<file path="src/rtl/mfio_pkg.sv">
// ****************************************************************
// multifunction io / totalizer shared definitions
// ****************************************************************
package mfio_pkg;

   // ****************************************************************
   // register bus geometry
   // ****************************************************************
   localparam int ADDR_W = 8;   // byte address width
   localparam int DATA_W = 32;  // register data width

   // ****************************************************************
   // register offsets (byte addresses, one word each)
   // ****************************************************************
   localparam logic [7:0] OFS_PORT0 = 8'h00;   // port 0 input read / output latch
   localparam logic [7:0] OFS_PORT1 = 8'h04;   // port 1 input read / output latch
   localparam logic [7:0] OFS_PORT16 = 8'h08;  // both ports as one word
   localparam logic [7:0] OFS_CTRL = 8'h0c;    // configuration bits
   localparam logic [7:0] OFS_COUNT = 8'h10;   // totalizer count, write clears
   localparam logic [7:0] OFS_DAC0 = 8'h14;    // analog output code, channel 04
   localparam logic [7:0] OFS_DAC1 = 8'h18;    // analog output code, channel 05
   localparam logic [7:0] OFS_SENSE0 = 8'h1c;  // sense reading, channel 06
   localparam logic [7:0] OFS_SENSE1 = 8'h20;  // sense reading, channel 07
   localparam logic [7:0] OFS_STATUS = 8'h24;  // sticky status, write one to clear

   // ****************************************************************
   // field positions
   // ****************************************************************
   localparam int CTRL_EDGE_FALL = 0;  // 1: count falling edges
   localparam int CTRL_THR_AC = 1;     // 1: zero-crossing threshold, 0: ttl
   localparam int CTRL_SCAN_P0 = 2;    // port 0 in scan list
   localparam int CTRL_SCAN_P1 = 3;    // port 1 in scan list
   localparam int CTRL_SCAN_CNT = 4;   // totalizer in scan list
   localparam int CTRL_DAC0_CUR = 5;   // channel 04 current mode
   localparam int CTRL_DAC1_CUR = 6;   // channel 05 current mode
   localparam int CTRL_W = 7;
   localparam int STAT_REFUSED = 0;    // combined read refused
   localparam int STAT_SCAN_BUSY = 1;  // scan sequence in progress

   // ****************************************************************
   // reset values
   // ****************************************************************
   localparam logic [6:0] CTRL_RST = 7'h00;     // ttl threshold, rising edges
   localparam logic [7:0] PORT_OUT_RST = 8'hff; // open drain released
   localparam logic [17:0] DAC_RST = 18'h00000; // mid-scale code zero

   // ****************************************************************
   // widths and channel numbers
   // ****************************************************************
   localparam int PORT_W = 8;
   localparam int CNT_W = 26;
   localparam int DAC_W = 18;
   localparam logic [7:0] CH_PORT0 = 8'h01;
   localparam logic [7:0] CH_PORT1 = 8'h02;
   localparam logic [7:0] CH_COUNT = 8'h03;
   localparam logic [7:0] CH_DAC0 = 8'h04;
   localparam logic [7:0] CH_DAC1 = 8'h05;
   localparam logic [7:0] CH_SENSE0 = 8'h06;
   localparam logic [7:0] CH_SENSE1 = 8'h07;

   // ****************************************************************
   // timing
   // ****************************************************************
   localparam int CLK_PERIOD_NS = 20;     // 50 MHz core clock
   localparam int PULSE_RATE_KHZ = 100;   // highest counted pulse rate
   localparam int PULSE_HALF_NS = 1000000 / (2 * PULSE_RATE_KHZ);
   localparam int PULSE_HALF_CYC = PULSE_HALF_NS / CLK_PERIOD_NS;  // round down
   localparam int SYNC_STAGES = 2;

   // ****************************************************************
   // carriers
   // ****************************************************************
   typedef struct packed {
      logic [ADDR_W-1:0] addr;
      logic [DATA_W-1:0] wdata;
      logic we;
      logic re;
      logic remote;  // 1: remote interface, 0: front panel
   } mfio_bus_req_t;

   typedef struct packed {
      logic valid;
      logic [7:0] chan;
      logic [CNT_W-1:0] data;
   } mfio_reading_t;

   typedef enum logic [1:0] {
      SC_IDLE = 2'b00,
      SC_PORT0 = 2'b01,
      SC_PORT1 = 2'b10,
      SC_COUNT = 2'b11
   } mfio_scan_t;

endpackage : mfio_pkg

</file>
<file path="src/rtl/mfio_top.sv">
// The implementer's own choices: the strobed register port and the address map.
`timescale 1ns/100ps
// Summary of operation
// - two independent eight-bit ttl digital ports
// - front panel reads one port only
// - remote word read only when unscanned
// - scan delivers port values and count
// - totalizer count is twenty-six bits wide
// - every pulse counted up to 100 kHz
// - configurable rising or falling edge counting
// - high gate enables counting when high
// - low gate enables counting when low
// - count only when both gates enable
// - zero-crossing or ttl threshold, ttl default
// - outputs channels 04, 05, senses 06, 07
// - eighteen-bit code per analog output
// - current or voltage mode per output
module mfio_top #(
   parameter int PORT_W = 8,
   parameter int CNT_W = 26,
   parameter int DAC_W = 18
) (
   // clock and reset
   input wire logic core_clk_i,
   input wire logic rst_i,
   // register port
   input wire mfio_pkg::mfio_bus_req_t bus_req_i,
   output logic [mfio_pkg::DATA_W-1:0] bus_rdata_o,
   // digital port pins, open drain
   input wire logic [2*PORT_W-1:0] pio_in_i,
   output logic [2*PORT_W-1:0] pio_out_o,
   output logic [2*PORT_W-1:0] pio_oe_o,
   // totalizer pins
   input wire logic cnt_ttl_i,
   input wire logic cnt_ac_i,
   input wire logic gate_hi_i,
   input wire logic gate_lo_n_i,
   // analog output and sense
   output logic [2*DAC_W-1:0] dac_code_o,
   output logic [1:0] dac_cur_mode_o,
   input wire logic [2*DAC_W-1:0] sense_code_i,
   // scan sequencing
   input wire logic scan_start_i,
   output mfio_pkg::mfio_reading_t scan_rd_o
);
   import mfio_pkg::*;

   // ****************************************************************
   // elaboration checks
   // ****************************************************************
   generate
      if (PORT_W != 8 || CNT_W < 1 || CNT_W > DATA_W || DAC_W < 1 || DAC_W > DATA_W) begin : g_bad
         $error("mfio_top: parameters cannot be served");
      end
   endgenerate

   // ****************************************************************
   // state
   // ****************************************************************
   typedef struct packed {
      logic [DATA_W-1:0] rdata;       // read data, one cycle after strobe
      logic [2*PORT_W-1:0] out_latch; // open-drain output latches
      logic [CTRL_W-1:0] ctrl;        // configuration bits
      logic [2*DAC_W-1:0] dac;        // two output codes
      logic refused;                  // sticky combined-read refusal
      mfio_scan_t scan;               // scan sequencer state
      mfio_reading_t rd;              // scan reading out
   } mfio_st_t;

   mfio_st_t st_r;
   mfio_st_t st_nxt;
   logic [CNT_W-1:0] count;      // totalizer count
   logic cnt_sel;                // pulse source after threshold select
   logic cnt_clr;                // software clear of count
   logic p0_scan;                // port 0 in scan list
   logic p1_scan;                // port 1 in scan list
   logic wr;                     // write strobe qualified
   logic rd;                     // read strobe qualified
   logic [PORT_W-1:0] port_in [2]; // input ports split
   mfio_scan_t scan_next;        // next scan list member

   // ****************************************************************
   // port split, one generate per port
   // ****************************************************************
   genvar gi;
   generate
      for (gi = 0; gi < 2; gi++) begin : g_port
         assign port_in[gi] = pio_in_i[gi*PORT_W +: PORT_W];
         // open drain: a zero in the latch pulls the line low
         assign pio_out_o[gi*PORT_W +: PORT_W] = '0;
         assign pio_oe_o[gi*PORT_W +: PORT_W] = ~st_r.out_latch[gi*PORT_W +: PORT_W];
      end
   endgenerate

   // ****************************************************************
   // threshold select ahead of the synchroniser
   // ****************************************************************
   // the threshold control bit only chooses which comparator feeds the counter
   assign cnt_sel = st_r.ctrl[CTRL_THR_AC] ? cnt_ac_i : cnt_ttl_i;

   assign wr = bus_req_i.we;
   assign rd = bus_req_i.re;
   assign cnt_clr = wr && bus_req_i.addr == OFS_COUNT;
   assign p0_scan = st_r.ctrl[CTRL_SCAN_P0];
   assign p1_scan = st_r.ctrl[CTRL_SCAN_P1];

   // ****************************************************************
   // totalizer
   // ****************************************************************
   mfio_totalizer #(
      .CNT_W(CNT_W),
      .HALF_CYC(PULSE_HALF_CYC)
   ) u_tot (
      .core_clk_i(core_clk_i),
      .rst_i(rst_i),
      .cnt_in_i(cnt_sel),
      .gate_hi_i(gate_hi_i),
      .gate_lo_n_i(gate_lo_n_i),
      .edge_fall_i(st_r.ctrl[CTRL_EDGE_FALL]),
      .clr_i(cnt_clr),
      .count_o(count)
   );

   // ****************************************************************
   // next scan member after the current state
   // ****************************************************************
   always_comb begin
      scan_next = SC_IDLE;
      case (st_r.scan)
         SC_IDLE: begin
            if (p0_scan) begin
               scan_next = SC_PORT0;
            end else if (p1_scan) begin
               scan_next = SC_PORT1;
            end else if (st_r.ctrl[CTRL_SCAN_CNT]) begin
               scan_next = SC_COUNT;
            end
         end
         SC_PORT0: begin
            if (p1_scan) begin
               scan_next = SC_PORT1;
            end else if (st_r.ctrl[CTRL_SCAN_CNT]) begin
               scan_next = SC_COUNT;
            end
         end
         SC_PORT1: begin
            if (st_r.ctrl[CTRL_SCAN_CNT]) begin
               scan_next = SC_COUNT;
            end
         end
         default: begin
            scan_next = SC_IDLE;
         end
      endcase
   end

   // ****************************************************************
   // register access and scan sequencing
   // ****************************************************************
   always_comb begin
      st_nxt = st_r;
      st_nxt.rdata = '0;
      st_nxt.rd = '0;
      // writes
      if (wr) begin
         case (bus_req_i.addr)
            OFS_PORT0: st_nxt.out_latch[PORT_W-1:0] = bus_req_i.wdata[PORT_W-1:0];
            OFS_PORT1: st_nxt.out_latch[2*PORT_W-1:PORT_W] = bus_req_i.wdata[PORT_W-1:0];
            OFS_CTRL: st_nxt.ctrl = bus_req_i.wdata[CTRL_W-1:0];
            OFS_DAC0: st_nxt.dac[DAC_W-1:0] = bus_req_i.wdata[DAC_W-1:0];
            OFS_DAC1: st_nxt.dac[2*DAC_W-1:DAC_W] = bus_req_i.wdata[DAC_W-1:0];
            OFS_STATUS: begin
               // write one clears
               if (bus_req_i.wdata[STAT_REFUSED]) begin
                  st_nxt.refused = 1'b0;
               end
            end
            default: begin
               // unmapped or read-only: ignored
            end
         endcase
      end
      // reads, data stands in the next cycle
      if (rd) begin
         case (bus_req_i.addr)
            // a single port read returns eight bits only
            OFS_PORT0: st_nxt.rdata = DATA_W'(port_in[0]);
            OFS_PORT1: st_nxt.rdata = DATA_W'(port_in[1]);
            OFS_PORT16: begin
               if (bus_req_i.remote && !p0_scan && !p1_scan) begin
                  st_nxt.rdata = DATA_W'({port_in[1], port_in[0]});
               end else begin
                  // front panel or scanned port: answer zero, flag it
                  st_nxt.refused = 1'b1;
               end
            end
            OFS_CTRL: st_nxt.rdata = DATA_W'(st_r.ctrl);
            OFS_COUNT: st_nxt.rdata = DATA_W'(count);
            OFS_DAC0: st_nxt.rdata = DATA_W'(st_r.dac[DAC_W-1:0]);
            OFS_DAC1: st_nxt.rdata = DATA_W'(st_r.dac[2*DAC_W-1:DAC_W]);
            OFS_SENSE0: st_nxt.rdata = DATA_W'(sense_code_i[DAC_W-1:0]);
            OFS_SENSE1: st_nxt.rdata = DATA_W'(sense_code_i[2*DAC_W-1:DAC_W]);
            OFS_STATUS: st_nxt.rdata = DATA_W'({st_r.scan != SC_IDLE, st_r.refused});
            default: st_nxt.rdata = '0;
         endcase
      end
      // scan: one reading per cycle for each list member
      case (st_r.scan)
         SC_IDLE: begin
            if (scan_start_i) begin
               st_nxt.scan = scan_next;
            end
         end
         SC_PORT0: begin
            st_nxt.rd = '{valid: 1'b1, chan: CH_PORT0, data: CNT_W'(port_in[0])};
            st_nxt.scan = scan_next;
         end
         SC_PORT1: begin
            st_nxt.rd = '{valid: 1'b1, chan: CH_PORT1, data: CNT_W'(port_in[1])};
            st_nxt.scan = scan_next;
         end
         SC_COUNT: begin
            st_nxt.rd = '{valid: 1'b1, chan: CH_COUNT, data: count};
            st_nxt.scan = SC_IDLE;
         end
         default: begin
            st_nxt.scan = SC_IDLE;
         end
      endcase
   end

   // ****************************************************************
   // state register
   // ****************************************************************
   always_ff @(posedge core_clk_i) begin
      if (rst_i) begin
         st_r.rdata <= '0;
         st_r.out_latch <= {2{PORT_OUT_RST}};
         st_r.ctrl <= CTRL_RST;
         st_r.dac <= {2{DAC_RST}};
         st_r.refused <= 1'b0;
         st_r.scan <= SC_IDLE;
         st_r.rd <= '0;
      end else begin
         st_r <= st_nxt;
      end
   end

   // ****************************************************************
   // outputs
   // ****************************************************************
   assign bus_rdata_o = st_r.rdata;
   assign dac_code_o = st_r.dac;
   // mode bit tells the front end how to scale the code
   assign dac_cur_mode_o = {st_r.ctrl[CTRL_DAC1_CUR], st_r.ctrl[CTRL_DAC0_CUR]};
   assign scan_rd_o = st_r.rd;
endmodule : mfio_top

</file>
<file path="src/rtl/mfio_totalizer.sv">
`timescale 1ns/100ps
// ****************************************************************
// gated edge totalizer
// ****************************************************************
module mfio_totalizer #(
   parameter int CNT_W = 26,
   parameter int HALF_CYC = 250
) (
   // clock and reset
   input wire logic core_clk_i,
   input wire logic rst_i,
   // pulse and gate pins
   input wire logic cnt_in_i,
   input wire logic gate_hi_i,
   input wire logic gate_lo_n_i,
   // control
   input wire logic edge_fall_i,
   input wire logic clr_i,
   // count
   output logic [CNT_W-1:0] count_o
);
   import mfio_pkg::*;

   // refuse a clock too slow to see every pulse half
   generate
      if (CNT_W < 1 || HALF_CYC < SYNC_STAGES + 1) begin : g_bad
         $error("mfio_totalizer: parameters cannot be served");
      end
   endgenerate

   // bit 0 pulse input, bit 1 high gate, bit 2 low gate
   typedef struct packed {
      logic [2:0] sy1;   // first synchroniser stage
      logic [2:0] sy2;   // second synchroniser stage
      logic prev;        // delayed pulse for edge detect
      logic [CNT_W-1:0] cnt;
   } mfio_tot_st_t;

   mfio_tot_st_t st_r;
   mfio_tot_st_t st_nxt;
   logic rise;      // synchronised rising edge
   logic fall;      // synchronised falling edge
   logic gate_ok;   // both gates enabling
   logic inc;       // qualifying edge this cycle

   // ****************************************************************
   // next state
   // ****************************************************************
   always_comb begin
      st_nxt = st_r;
      st_nxt.sy1 = {gate_lo_n_i, gate_hi_i, cnt_in_i};
      st_nxt.sy2 = st_r.sy1;
      st_nxt.prev = st_r.sy2[0];
      // edges only from the second stage, never the first
      rise = st_r.sy2[0] & ~st_r.prev;
      fall = ~st_r.sy2[0] & st_r.prev;
      // high gate enables when high, low gate when low
      gate_ok = st_r.sy2[1] & ~st_r.sy2[2];
      inc = (edge_fall_i ? fall : rise) & gate_ok;
      if (clr_i) begin
         // software clear takes priority over a coincident edge
         st_nxt.cnt = '0;
      end else if (inc) begin
         // plain binary add wraps from all ones to zero
         st_nxt.cnt = st_r.cnt + CNT_W'(1);
      end
   end

   // ****************************************************************
   // state register
   // ****************************************************************
   always_ff @(posedge core_clk_i) begin
      if (rst_i) begin
         st_r <= '0;
      end else begin
         st_r <= st_nxt;
      end
   end

   assign count_o = st_r.cnt;
endmodule : mfio_totalizer

</file>
<file path="config.mk">
export PLATFORM = sky130hd
export DESIGN_NAME = mfio_top
export DESIGN_NICKNAME = d
export VERILOG_FILES = /design/src/rtl/mfio_pkg.sv /design/src/rtl/mfio_top.sv /design/src/rtl/mfio_totalizer.sv
export SDC_FILE = /design/constraint.sdc
export NUM_CORES = 1
export LEC_CHECK = 0
export ABC_AREA = 1
export BUFFER_PORTS_ARGS = -buffer_cell sky130_fd_sc_hd__buf_2
export CORE_ASPECT_RATIO = 1.5
export CORE_MARGIN = 2
export CORE_UTILIZATION = 50
export CTS_CLUSTER_DIAMETER = 80
export DETAILED_ROUTE_END_ITERATION = 12
export PLACE_DENSITY = 0.84
export SYNTH_ARGS = -nofsm -noshare
export SYNTH_HDL_FRONTEND = slang
export SYNTH_SLANG_ARGS = --single-unit
</file>
<file path="constraint.sdc">
create_clock -name core_clk_i -period 2.09 [get_ports core_clk_i]
set_input_delay 0.1045 -clock core_clk_i [delete_from_list [all_inputs] [get_ports core_clk_i]]
set_output_delay 0.1045 -clock core_clk_i [all_outputs]
set_load 0.02 [all_outputs]
</file>
Yosys cells after proc, flatten, opt, wreduce, memory -nomap -nowiden
Cells that the tools add are included.

Multiply operators: 0. Equal/unequal tests: 13. Div/mod/pow operators: 0. Bitwise gates (word level): 10. Shift operators: 0. $add $sub $neg: 1. Mux-type cells: 17. Order comparisons: 0. Reductions and logical operators: 16.

Operator list (number): $pmux W26 S10 (1); $pmux W35 S3 (1); $eq A8 B5 Y1 const B (4); $add A26 B1 Y26 const B (1); $eq A8 B4 Y1 const B (2); $eq A8 B6 Y1 const B (2); $mux W16 (1); $not A8 Y8 (2); $reduce_and A2 Y1 (5); $eq A8 B3 Y1 const B (1); $logic_not A8 Y1 (1); $mux W1 (8); $mux W2 (4); $pmux W2 S3 (1); $reduce_or A2 Y1 (3); $and A1 B1 Y1 (4); $eq A2 B2 Y1 const B (2); $not A1 Y1 (4); $pmux W2 S2 (1); $logic_and A1 B1 Y1 (3); $eq A2 B1 Y1 const B (1); $logic_not A1 Y1 (2); $logic_not A2 Y1 (1); $ne A2 B2 Y1 const B (1); $reduce_bool A2 Y1 (1).

Bits in latches: 0. Memory bits (read-only): 0. Register bits after elaboration: 162. Memories: 0. Bits in writable memories: 0.

Longest topological paths before layout
Gate-level depths: netlist of the first run.

Depth after elaboration: 6. Depth in mapped cells: 11.

Cells and area by module
Synthesis of the first run repeated with hierarchy kept, for this count alone.

Cells, all modules: 1137. Area, all modules: 8064.0 sq um.

Modules (own cells, without submodules): mfio_top (sequential area each 2342.2 sq um, times used 1, area each 6194.7 sq um, cells an instance 869); mfio_totalizer (sequential area each 660.6 sq um, times used 1, area each 1869.3 sq um, cells an instance 268).

Worst setup path after synthesis of the first run
OpenSTA, ideal clock, no wires.

Path kind: flip-flop to flip-flop. From: register u_tot.st_r, in the netlist u_tot.count_o[0]. To: register u_tot.st_r, in the netlist u_tot.count_o[22]. Path slack: 608 ps. Period minus slack after synthesis: 1482 ps. Arrival time: 1363 ps. Path buffers: 1. Cell stages (with the launch flop): 10. Library setup time: 119 ps. Cells stage by stage: dfxtp_1 -> ha_1 -> nand2_1 -> nor2_1 -> nand2_1 -> nor2_1 -> buf_4 -> nand3_1 -> nand2_1 -> a21oi_1.

Word-level cells in the longest chain between the ends: 1.

RTL lines: start: declaration (line mfio_totalizer.sv:39) `mfio_tot_st_t st_r;`; start signal: assignment (line mfio_totalizer.sv:76) `st_r <= st_nxt;`; $add A26 B1 Y26 (line mfio_totalizer.sv:65) `st_nxt.cnt = st_r.cnt + CNT_W'(1);`.

No other way between the ends. A chain may end at the register's enable or synchronous reset.

Worst setup path in the final report of the first run
From: register u_tot.st_r, in the netlist u_tot.count_o[1]. To: register u_tot.st_r, in the netlist u_tot.count_o[14].

Same word-level chain as after synthesis.

==> flow_metrics.py, run 1 <==
metrics = {
    "detailed_routing": {
        "routed_via_density": 5.13,
        "drc": 0,
        "wirelength_mm": 22.8,
        "wl_per_cell_um": 15.7,
        "initialDrtViolationCount": 523,
        "ant_nets": 0,
        "dr.pass1.iters": 6,
        "vias": 7446,
    },
    "global_routing": {
        "grt_pass1_wl_mm": 35.1,
        "grt-ovfl-total": 0,
        "grt_pass1_vias": 6822,
        "grt_max_degree": 52,
        "antenna_found_initial": 3,
        "grt_usage_pct": 27.5,
    },
    "worst_setup_path": {
        "cp.required_ns": 2.40,
        "worstPathArrival_ns": 2.08,
        "critPathKind": "flop to flop",
        "cp-end-kind": "flop",
        "r2r_start": "u_tot.count_o[1]$_SDFFE_PP0P_",
        "path_cells": "ha_1 -> nand2_1 -> nor2_1 -> nand2_1 -> nor2_1 -> buf_4 -> nand2_1 -> o21ai_0 -> nor2_1",
        "crit_fanout": 12,
        "cpPeakStageDelay_ns": 0.41,
        "cp-start-kind": "flop",
        "crit_path_top_delay_cell": "dfxtp_1",
        "worst_setup_path_startpoint": "u_tot.count_o[1]$_SDFFE_PP0P_",
    },
    "synth": {
        "synth-simple-area-share_pct": 29.9,
        "synth.area.mux_share_pct": 0,
        "synth-seq-area-share_pct": 38.6,
        "synth_top_family_by_area": "simple AND/OR/NAND/NOR gates",
        "netlist_instances": 1118,
        "synth-seq-cells": 150,
        "syn-cell-area_um2": 7770,
        "ys_warn_count": 0,
        "ys_types": 30,
        "synth_xor_area_share_pct": 0.451,
        "yosys.area_share.adder_pct": 0.966,
        "synth-compound-area-share_pct": 9.58,
        "synth.avg_cell_area_um2": 6.95,
    },
    "finish": {
        "drive_gt1_share_pct": 23.0,
        "instances_no_fill": 1451,
        "syn2layout_area_growth_pct": 15.1,
        "num-nets-final": 1343,
    },
    "sta": {
        "fmax_mhz": 564,
        "max_slew_margin_pct": 49.6,
        "final.period_utilization_pct": 84.9,
        "rsz0062_at_grt": "no",
        "worst_pin_slew_ns": 0.755,
        "drv_slew": 0,
        "hold_violations": 0,
        "period_minus_slack_ns": 1.77,
        "tns_ns": 0,
        "worst_slack_ns": 0.316,
        "clock_skew_ns": 0.0138,
        "setup_viol": 0,
    },
    "clocking": {
        "htree_levels": 4,
        "post_cts_resized": 0,
        "cts-root-buf": "clkbuf_16",
        "clk_latency_ns": 0.42,
        "cts.clk_slew.worst_paths_ns": 0.06,
        "cts_setup_buffers": 0,
        "clock-sinks": 150,
        "tritoncts": "done",
        "cts_buffers": 17,
        "ctsLongestPathBuffers": 2,
    },
    "outcome": {
        "status": "completed",
    },
    "placement": {
        "gp_congestion": 0.980,
        "dpl.hpwl_mm": 17.3,
        "dp.cells": 1399,
        "pre_cts_slack_ns": 0.177,
        "port_buffers": 196,
    },
    "floorplanning": {
        "die_y_um": 157,
        "row_count": 55,
        "initial_utilization_pct": 51.3,
        "ios": 239,
        "die_area_um2": 16600,
        "die_w_um": 106,
        "core_area_um2": 15100,
    },
    "hold_path": {
        "hold_start": "bus_req_i[4]",
        "hp-class": "input port to flop",
    },
    "run": {
        "cap_viol_max_count": 0,
    },
    "power": {
        "vdd_drop_max_v": 0.000706,
        "power_leakage_uw": 0.00423,
        "powerDensity_nw_per_um2": 719,
    },
}
-- synth_stat cells (all sizes together) --
cell / number / share of area (%)
clkinv: 1 / 0.048
nand2: 289 / 14
conb: 1 / 0.048
nand4: 9 / 0.72
o211ai: 28 / 2.7
o21ai: 36 / 2.5
clkbuf: 15 / 0.72
xor2: 4 / 0.45
a21oi: 60 / 4.0
o21a: 1 / 0.097
a211oi: 1 / 0.097
o31ai: 1 / 0.097
nand3: 90 / 5.8
inv: 125 / 6.0
nor3: 23 / 1.5
buf: 145 / 14
o221ai: 1 / 0.11
nor2: 132 / 7.8
ha: 6 / 0.97
dfxtp: 150 / 39
-- layer usage --
metal	wire length (um)	global-route usage (%)	vias up
li1	-	-	3611
met1	8180	30.3	3346
met2	11400	48.1	400
met3	1880	6.08	89
met4	1340	16.3	0
met5	0	0	-
-- layout by cell type (no fill, tap or decap), types with 3 or more instances in the layout --
cell type      Yosys  layout
nand2_1          282     282
buf_2             13     196
dfxtp_1          150     150
inv_1            119     119
nor2_1           105     105
nand3_1           90      90
a21oi_1           59      59
o21ai_0           33      33
o211ai_1          28      28
conb_1             1      28
nor3_1            23      23
nor2_2            19      19
clkbuf_16          0      17
buf_4            129      17
dlygate4sd3_1      0      16
nand4_1            9       9
nor2_4             8       8
nand2_2            7       7
inv_2              6       6
ha_1               6       6
diode_2            0       5
xor2_1             4       4
clkinvlp_4         0       4
bufinv_16          0       4
clkinv_2           0       3
-- critical path: cells and delay by family, from the launching register on --
family	cells	cell delay [ns]
and+or+nand+nor	6	0.67
DFF	1	0.41
adders and majority gates	1	0.22
buffers and inverters	1	0.21
AOI/OAI and AO/OA	1	0.15
-- where the power goes --
part	total, uW	switching (uW)	internal, uW
registers	2870	3.75	2870
logic	358	240	117
clock network	3210	1220	1990
total	6440	1460	4970
-- registers in the layout, summed over array words and instances, names as in the netlist --
| register | flops |
|---|---|
| scan_rd_o | 29 |
| u_tot.st_r | 3 |
| dac_cur_mode_o | 2 |
| p0_scan | 1 |
| u_tot.st_nxt | 4 |
| u_tot.count_o | 26 |
| p1_scan | 1 |
| dac_code_o | 36 |
| bus_rdata_o | 26 |
| st_r | 22 |
-- cell type report --
cell class | count | area [um2]
antenna | 5 | 12.5
clock buffer | 18 | 429
clock inverter | 13 | 183
fill | 1421 | 6190
inverter | 126 | 473
multi-input combinational | 709 | 3290
sequential | 150 | 3000
tap | 199 | 249
timing repair buffer | 231 | 1310
-- cells by family after synthesis --
family	count (synthesis)
buffers and inverters	286
other	1
adders and majority gates	6
xor gates and xnor gates	4
AOI/OAI and AO/OA	128
DFF	150
and+or+nand+nor	543
-- stage by stage --
step           util [%]  power, uW  instance area (um2)  hold WS [ns]
2_1_floorplan         -       3140                 7880         0.211
5_1_grt            59.0       6610                 8940        0.0222
3_3_place_gp       53.9       3260                 8160         0.305
6_report           59.1       6440                 8940        0.0165
3_5_place_dp       53.9       3260                 8160         0.316
4_1_cts            59.0       6460                 8930       0.00427
-- worst paths after layout --
path | slack [ns] | end | cells past startpoint
setup / recovery | 0.32 | u_tot.count_o[14]$_SDFFE_PP0P_ | 9
setup reg to reg | 0.32 | u_tot.count_o[14]$_SDFFE_PP0P_ | 9
hold reg to reg | 0.40 | u_tot.st_nxt[26]$_SDFF_PP0_ | 2
hold / removal | 0.02 | st_r[82]$_SDFFE_PP1P_ | 3
-- repair_timing --
item,4_1_cts,5_1_grt
hold endpoints to repair,25,0
endpoints found under the setup margin,0,0
hold buffers,16,0
Note: power is estimated with default switching activity, not from simulation.
==> run 2: changes to the inputs <==
- ABC_AREA: 1 -> 0
- CORE_UTILIZATION: 50 -> 47
- PLACE_DENSITY: 0.84 -> 0.83
- clock period: 2.09 -> 1.5 ns (I/O delays scaled with it)
==> run 2 against run 1 <==
  * The flow now finishes with violations (setup timing)
  * Via count increased by 1.5%
  * Maximum frequency decreased by 5.8%
  * Clock power increased by 51%
  * Sequential share of layout area decreased by 3.7 points
  * Combinational power increased by 100%
  * Sequential power increased by 39%
  * Non-clock buffer count increased by 121
  * Core utilization increased by 5.1 points
  * Worst hold slack improved by 0.0033 ns
  * Largest cell class unchanged
  * Largest power group unchanged
==> flow_metrics.py, run 2 <==
metrics = {
    "hold_path": {
        "hold_start": "cnt_ttl_i",
        "hp-class": "input port to flop",
    },
    "floorplanning": {
        "initial_utilization_pct": 48.4,
        "die_area_um2": 17200,
        "row_count": 56,
        "ios": 239,
        "die_w_um": 108,
        "core_area_um2": 15700,
        "die_y_um": 160,
    },
    "sta": {
        "final.period_utilization_pct": 126,
        "clock_skew_ns": 0.0124,
        "drv_slew": 0,
        "worst_pin_slew_ns": 0.572,
        "rsz0062_at_grt": "yes",
        "setup_viol": 26,
        "hold_ws_ns": 0.0198,
        "worst_slack_ns": -0.383,
        "hold_violations": 0,
        "max_slew_margin_pct": 61.7,
        "fmax_mhz": 531,
        "period_minus_slack_ns": 1.88,
    },
    "worst_setup_path": {
        "path_cells": "or3b_1 -> a2111o_1 -> buf_6 -> or3_4 -> a21oi_2",
        "cp-start-kind": "flop",
        "cpPeakStageDelay_ns": 0.50,
        "worst_setup_path_startpoint": "u_tot.st_r[26]$_SDFF_PP0_",
        "critPathKind": "flop to flop",
        "r2r_start": "u_tot.st_r[26]$_SDFF_PP0_",
        "crit_fanout": 7,
        "worstPathArrival_ns": 2.25,
        "cp_top_family": "simple AND/OR/NAND/NOR gates",
        "crit_path_top_delay_cell": "a2111o_1",
        "cp.required_ns": 1.86,
        "cp_num_buf_inv": 1,
        "cp-end-kind": "flop",
    },
    "clocking": {
        "cts_buffers": 17,
        "cts.clk_slew.worst_paths_ns": 0.06,
        "htree_levels": 4,
        "clk_latency_ns": 0.43,
        "ctsLongestPathBuffers": 2,
        "clock-sinks": 150,
        "tritoncts": "done",
        "cts-root-buf": "clkbuf_16",
    },
    "global_routing": {
        "grt_pass1_vias": 7454,
        "grt_usage_pct": 28.8,
        "grt_pass1_wl_mm": 38.7,
        "grt-ovfl-total": 0,
        "antenna_found_initial": 3,
        "grt_max_degree": 40,
    },
    "detailed_routing": {
        "dr.pass1.iters": 7,
        "routed_via_density": 5.66,
        "vias": 7556,
        "wirelength_mm": 25.2,
        "initialDrtViolationCount": 585,
        "drc": 0,
        "wl_per_cell_um": 18.9,
        "ant_nets": 0,
    },
    "synth": {
        "synth_ff_type": "dfxtp_1",
        "ys_top_cells_by_area": "dfxtp_1 40%, buf_4 12%, nand2_1 5.7%",
        "synth_edf_count": 0,
        "yosysTopAreaCellShare_pct": 39.5,
        "syn-cell-area_um2": 7590,
        "synth_async_sr_flop_share_pct": 0,
        "yosys.area.top_type": "dfxtp_1",
        "synth_most_common_cell": "dfxtp_1",
        "synth.top_cells.by_count": "150 x dfxtp_1, 121 x buf_4, 115 x nand2_1, 64 x a21oi_1, 41 x clkbuf_1",
        "synth.avg_cell_area_um2": 8.49,
        "netlist_instances": 894,
        "ys_warn_count": 0,
        "synth-seq-cells": 150,
        "ys_types": 60,
        "synth-seq-area-share_pct": 39.5,
    },
    "placement": {
        "gp_congestion": 0.932,
        "port_buffers": 196,
        "dp.cells": 1256,
        "dpl.hpwl_mm": 17.7,
    },
    "finish": {
        "final_util_pct": 64.2,
        "instances_no_fill": 1334,
        "num-fill-cells": 1249,
        "largest_reg_flops": 36,
        "final_common_cell": "buf_2",
        "syn2layout_area_growth_pct": 32.7,
        "num-nets-final": 1221,
        "final_cell_mix": "196 x buf_2, 146 x dfxtp_1, 113 x nand2_1, 108 x buf_4, 55 x a21oi_1",
        "drive_gt1_share_pct": 35.3,
    },
    "power": {
        "powerDensity_nw_per_um2": 948,
        "vdd_drop_max_v": 0.000719,
        "power_leakage_uw": 0.00443,
    },
    "outcome": {
        "status": "finished, violations left",
        "violations": "setup timing",
    },
    "run": {
        "cap_viol_max_count": 0,
    },
}
## run 2: cell count changes in the layout (fill, tap and decap cells not counted), sizes merged, moves of 13 or more
cell / delta
inv: -93
dlygate4sd3: +22
nor2b: +13
nor2: -95
mux2i: +30
buf: +99
nand3: -57
a222oi: +13
o21ai: -29
nor3: -14
o211ai: -27
and2: +29
nand2: -174
## run 2: layer usage
| layer | vias up | global-route usage [%] | part of all wire [%] |
|---|---|---|---|
| met3 | 122 | 5.84 | 7.2 |
| met1 | 3559 | 29.4 | 34 |
| met4 | 0 | 20.2 | 6.9 |
| li1 | 3427 | - | - |
| met5 | - | 0 | 0 |
| met2 | 448 | 51.3 | 52 |
## run 2: logic make-up (layout without fill, tap and decap cells)
| family | after synthesis | in the layout | synth area share, % |
|---|---|---|---|
| xor gates and xnor gates | 8 | 8 | 0.923 |
| AOI/OAI and AO/OA | 175 | 175 | 16.7 |
| DFF | 150 | 150 | 39.5 |
| other | 1 | 33 | 0.0494 |
| muxes | 30 | 30 | 3.95 |
| buffers and inverters | 208 | 413 | 16.5 |
| and+or+nand+nor | 316 | 316 | 21.4 |
| adders and majority gates | 6 | 6 | 0.989 |
## run 2: metrics by stage
step	setup slack (ns)	total power [uW]	TNS, ns	area, um2
global route	-0.455	9770	-7.56	10100
finish	-0.383	9550	-5.96	10100
floorplan	-0.212	4420	-3.55	7780
CTS	-0.395	9540	-5.74	9950
detailed placement	-0.342	4690	-16.29	8770
global placement	-0.324	4680	-12.19	8770
## run 2: final cells by class
class	instances	area, um2	share of cell area (%)
Multi-Input combinational cell	563	3700	36.7
Sequential cell	150	3010	29.9
Timing Repair Buffer	352	2320	23.0
Clock buffer	19	443	4.40
Tap cell	203	254	2.52
Clock inverter	13	219	2.17
Inverter	29	114	1.13
Antenna cell	5	12.5	0.124
## run 2: repair_timing
item	in CTS	in global routing
hold endpoints to repair	77	0
gates resized for setup	26	26
pin swaps	7	10
setup endpoints to repair	50	50
hold buffers	38	0
setup buffers	3	0
## run 2: final timing paths
kind,endpoint,slack (ns),depth (start not counted)
hold reg to reg,u_tot.st_nxt[26]$_SDFF_PP0_,0.43,1
setup reg to reg,u_tot.count_o[15]$_SDFFE_PP0P_,-0.38,5
hold / removal,u_tot.st_nxt[27]$_SDFF_PP0_,0.02,3
setup / recovery,u_tot.count_o[15]$_SDFFE_PP0P_,-0.38,5
## run 2: power by group
part	internal (uW)	leakage [uW]	switching [uW]	total, uW
Combinational	299	0.00290	420	718
Sequential	3990	0.00121	3.96	4000
Clock	3030	0.000319	1810	4840
## run 2: worst reg2reg max path, delay by kind of cell (launching register included)
family | cells | cell delay, ns
buffers and inverters | 1 | 0.18
AND/OR/NAND/NOR | 2 | 0.71
AO/OA/AOI/OAI | 2 | 0.62
flip-flops | 1 | 0.31
==> run 3: changes to the inputs <==
- CORE_UTILIZATION: 47 -> 50
- PLACE_DENSITY: 0.83 -> 0.84
- clock period: 1.5 -> 2.3 ns (I/O delays scaled with it)
==> run 3 against run 2 <==
  * Worst setup slack improved by 0.50 ns
  * First-iteration DRC count rose by 8.5%
  * Non-clock buffer count fell by 97
  * Combinational power fell by 46%
  * Largest cell class unchanged
  * Via count fell by 7.4%
  * Maximum frequency fell by 14%
  * Sequential share of layout area rose by 3.7 points
  * The flow now finishes without violations
  * Global-route usage fell by 1.7 points
==> flow_metrics.py, run 3 (synthesized netlist as in run 2, its figures left out) <==
metrics = {
    "outcome": {
        "status": "completed",
    },
    "finish": {
        "final_util_pct": 59.6,
        "syn2layout_area_growth_pct": 17.8,
        "num-nets-final": 1124,
        "final_cell_mix": "196 x buf_2, 150 x dfxtp_1, 115 x nand2_1, 64 x a21oi_1, 37 x nor2_1",
        "largest_reg_flops": 36,
        "instances_no_fill": 1232,
        "drive_gt1_share_pct": 26.5,
        "area.sequential_um2": 3000,
        "num-fill-cells": 1320,
        "multi_input_comb_area_um2": 3450,
        "final_common_cell": "buf_2",
    },
    "power": {
        "power_uw": 5920,
        "power_leakage_uw": 0.00386,
        "vdd_drop_max_v": 0.000466,
        "powerDensity_nw_per_um2": 662,
    },
    "global_routing": {
        "grt_pass1_vias": 6610,
        "antenna_found_initial": 2,
        "grt_max_degree": 42,
        "grt_pass1_wl_mm": 34.6,
        "grt-ovfl-total": 0,
        "grt_usage_pct": 27.2,
    },
    "floorplanning": {
        "row_count": 55,
        "die_w_um": 105,
        "ios": 239,
        "die_y_um": 155,
        "initial_utilization_pct": 50.6,
        "die_area_um2": 16200,
        "core_area_um2": 15000,
    },
    "sta": {
        "tns_ns": 0,
        "rsz0062_at_grt": "no",
        "clock_skew_ns": 0.00765,
        "worst_slack_ns": 0.120,
        "worst_pin_slew_ns": 0.711,
        "setup_viol": 0,
        "final.period_utilization_pct": 94.8,
        "period_minus_slack_ns": 2.18,
        "max_slew_margin_pct": 52.6,
        "hold_violations": 0,
        "fmax_mhz": 459,
        "drv_slew": 0,
    },
    "clocking": {
        "cts_buffers": 17,
        "ctsLongestPathBuffers": 2,
        "tritoncts": "done",
        "cts-root-buf": "clkbuf_16",
        "post_cts_resized": 0,
        "htree_levels": 4,
        "cts.clk_slew.worst_paths_ns": 0.06,
        "clock-sinks": 150,
        "clk_latency_ns": 0.42,
    },
    "placement": {
        "port_buffers": 196,
        "pre_cts_slack_ns": 0.165,
        "dp.cells": 1168,
        "gp_congestion": 0.920,
        "dpl.hpwl_mm": 16.5,
    },
    "worst_setup_path": {
        "worstPathArrival_ns": 2.52,
        "critPathKind": "flop to flop",
        "cp-end-kind": "flop",
        "cp-start-kind": "flop",
        "cp.required_ns": 2.64,
        "crit_fanout": 14,
    },
    "detailed_routing": {
        "drc": 0,
        "routed_via_density": 5.68,
        "initialDrtViolationCount": 635,
        "ant_nets": 0,
        "dr.pass1.iters": 8,
        "vias": 6996,
        "wirelength_mm": 22.4,
        "wl_per_cell_um": 18.2,
    },
    "run": {
        "cap_viol_max_count": 0,
    },
    "hold_path": {
        "hp-class": "input port to flop",
    },
}
## run 3: per-layer routing
metal / GRT usage, % / wire, um / up-vias
met1: 30.1 / 7950 / 3233
li1: - / - / 3225
met3: 5.28 / 1770 / 109
met2: 46.5 / 11000 / 429
met5: 0 / 0 / -
met4: 19.6 / 1650 / 0
## run 3: worst paths after layout
| check | slack (ns) | depth (start not counted) | to | from |
|---|---|---|---|---|
| min | 0.02 | 3 | dac_code_o[6]$_SDFFE_PP0P_ | bus_req_i[9] |
| max reg2reg | 0.12 | 4 | u_tot.count_o[11]$_SDFFE_PP0P_ | st_r[74]$_SDFFE_PP0P_ |
| min reg2reg | 0.44 | 1 | u_tot.st_r[29]$_SDFF_PP0_ | u_tot.st_nxt[29]$_SDFF_PP0_ |
| max | 0.12 | 4 | u_tot.count_o[11]$_SDFFE_PP0P_ | st_r[74]$_SDFFE_PP0P_ |
## run 3: power by group
part	switching (uW)	internal, uW
clock network	1070	1850
registers	3.70	2610
logic	243	145
total	1320	4600
## run 3: worst max-delay path: stages, from the launching register on
cell,delay [ns]
dfxtp_1,0.34
or3b_1,0.41
a2111o_1,0.60
or4_1,0.58
a21oi_1,0.18
## run 3: final cells by class
type / count / area share, %
antenna: 4 / 0.112
tap: 199 / 2.78
inverter: 29 / 1.22
timing repair buffer: 255 / 16.7
clock buffer: 21 / 5.04
clock inverter: 11 / 1.96
multi-input combinational: 563 / 38.6
sequential: 150 / 33.6
## run 3: stage by stage
step	hold WS, ns	instance area, um2
floorplan	0.236	7690
global placement	0.352	8030
detailed placement	0.335	8030
CTS	0.000310	8920
global route	0.0196	8940
finish	0.0168	8940
## run 3: repair_timing
item | CTS | global route
hold endpoints to repair | 43 | 1
hold buffers | 27 | 1
setup buffers | 0 | 0
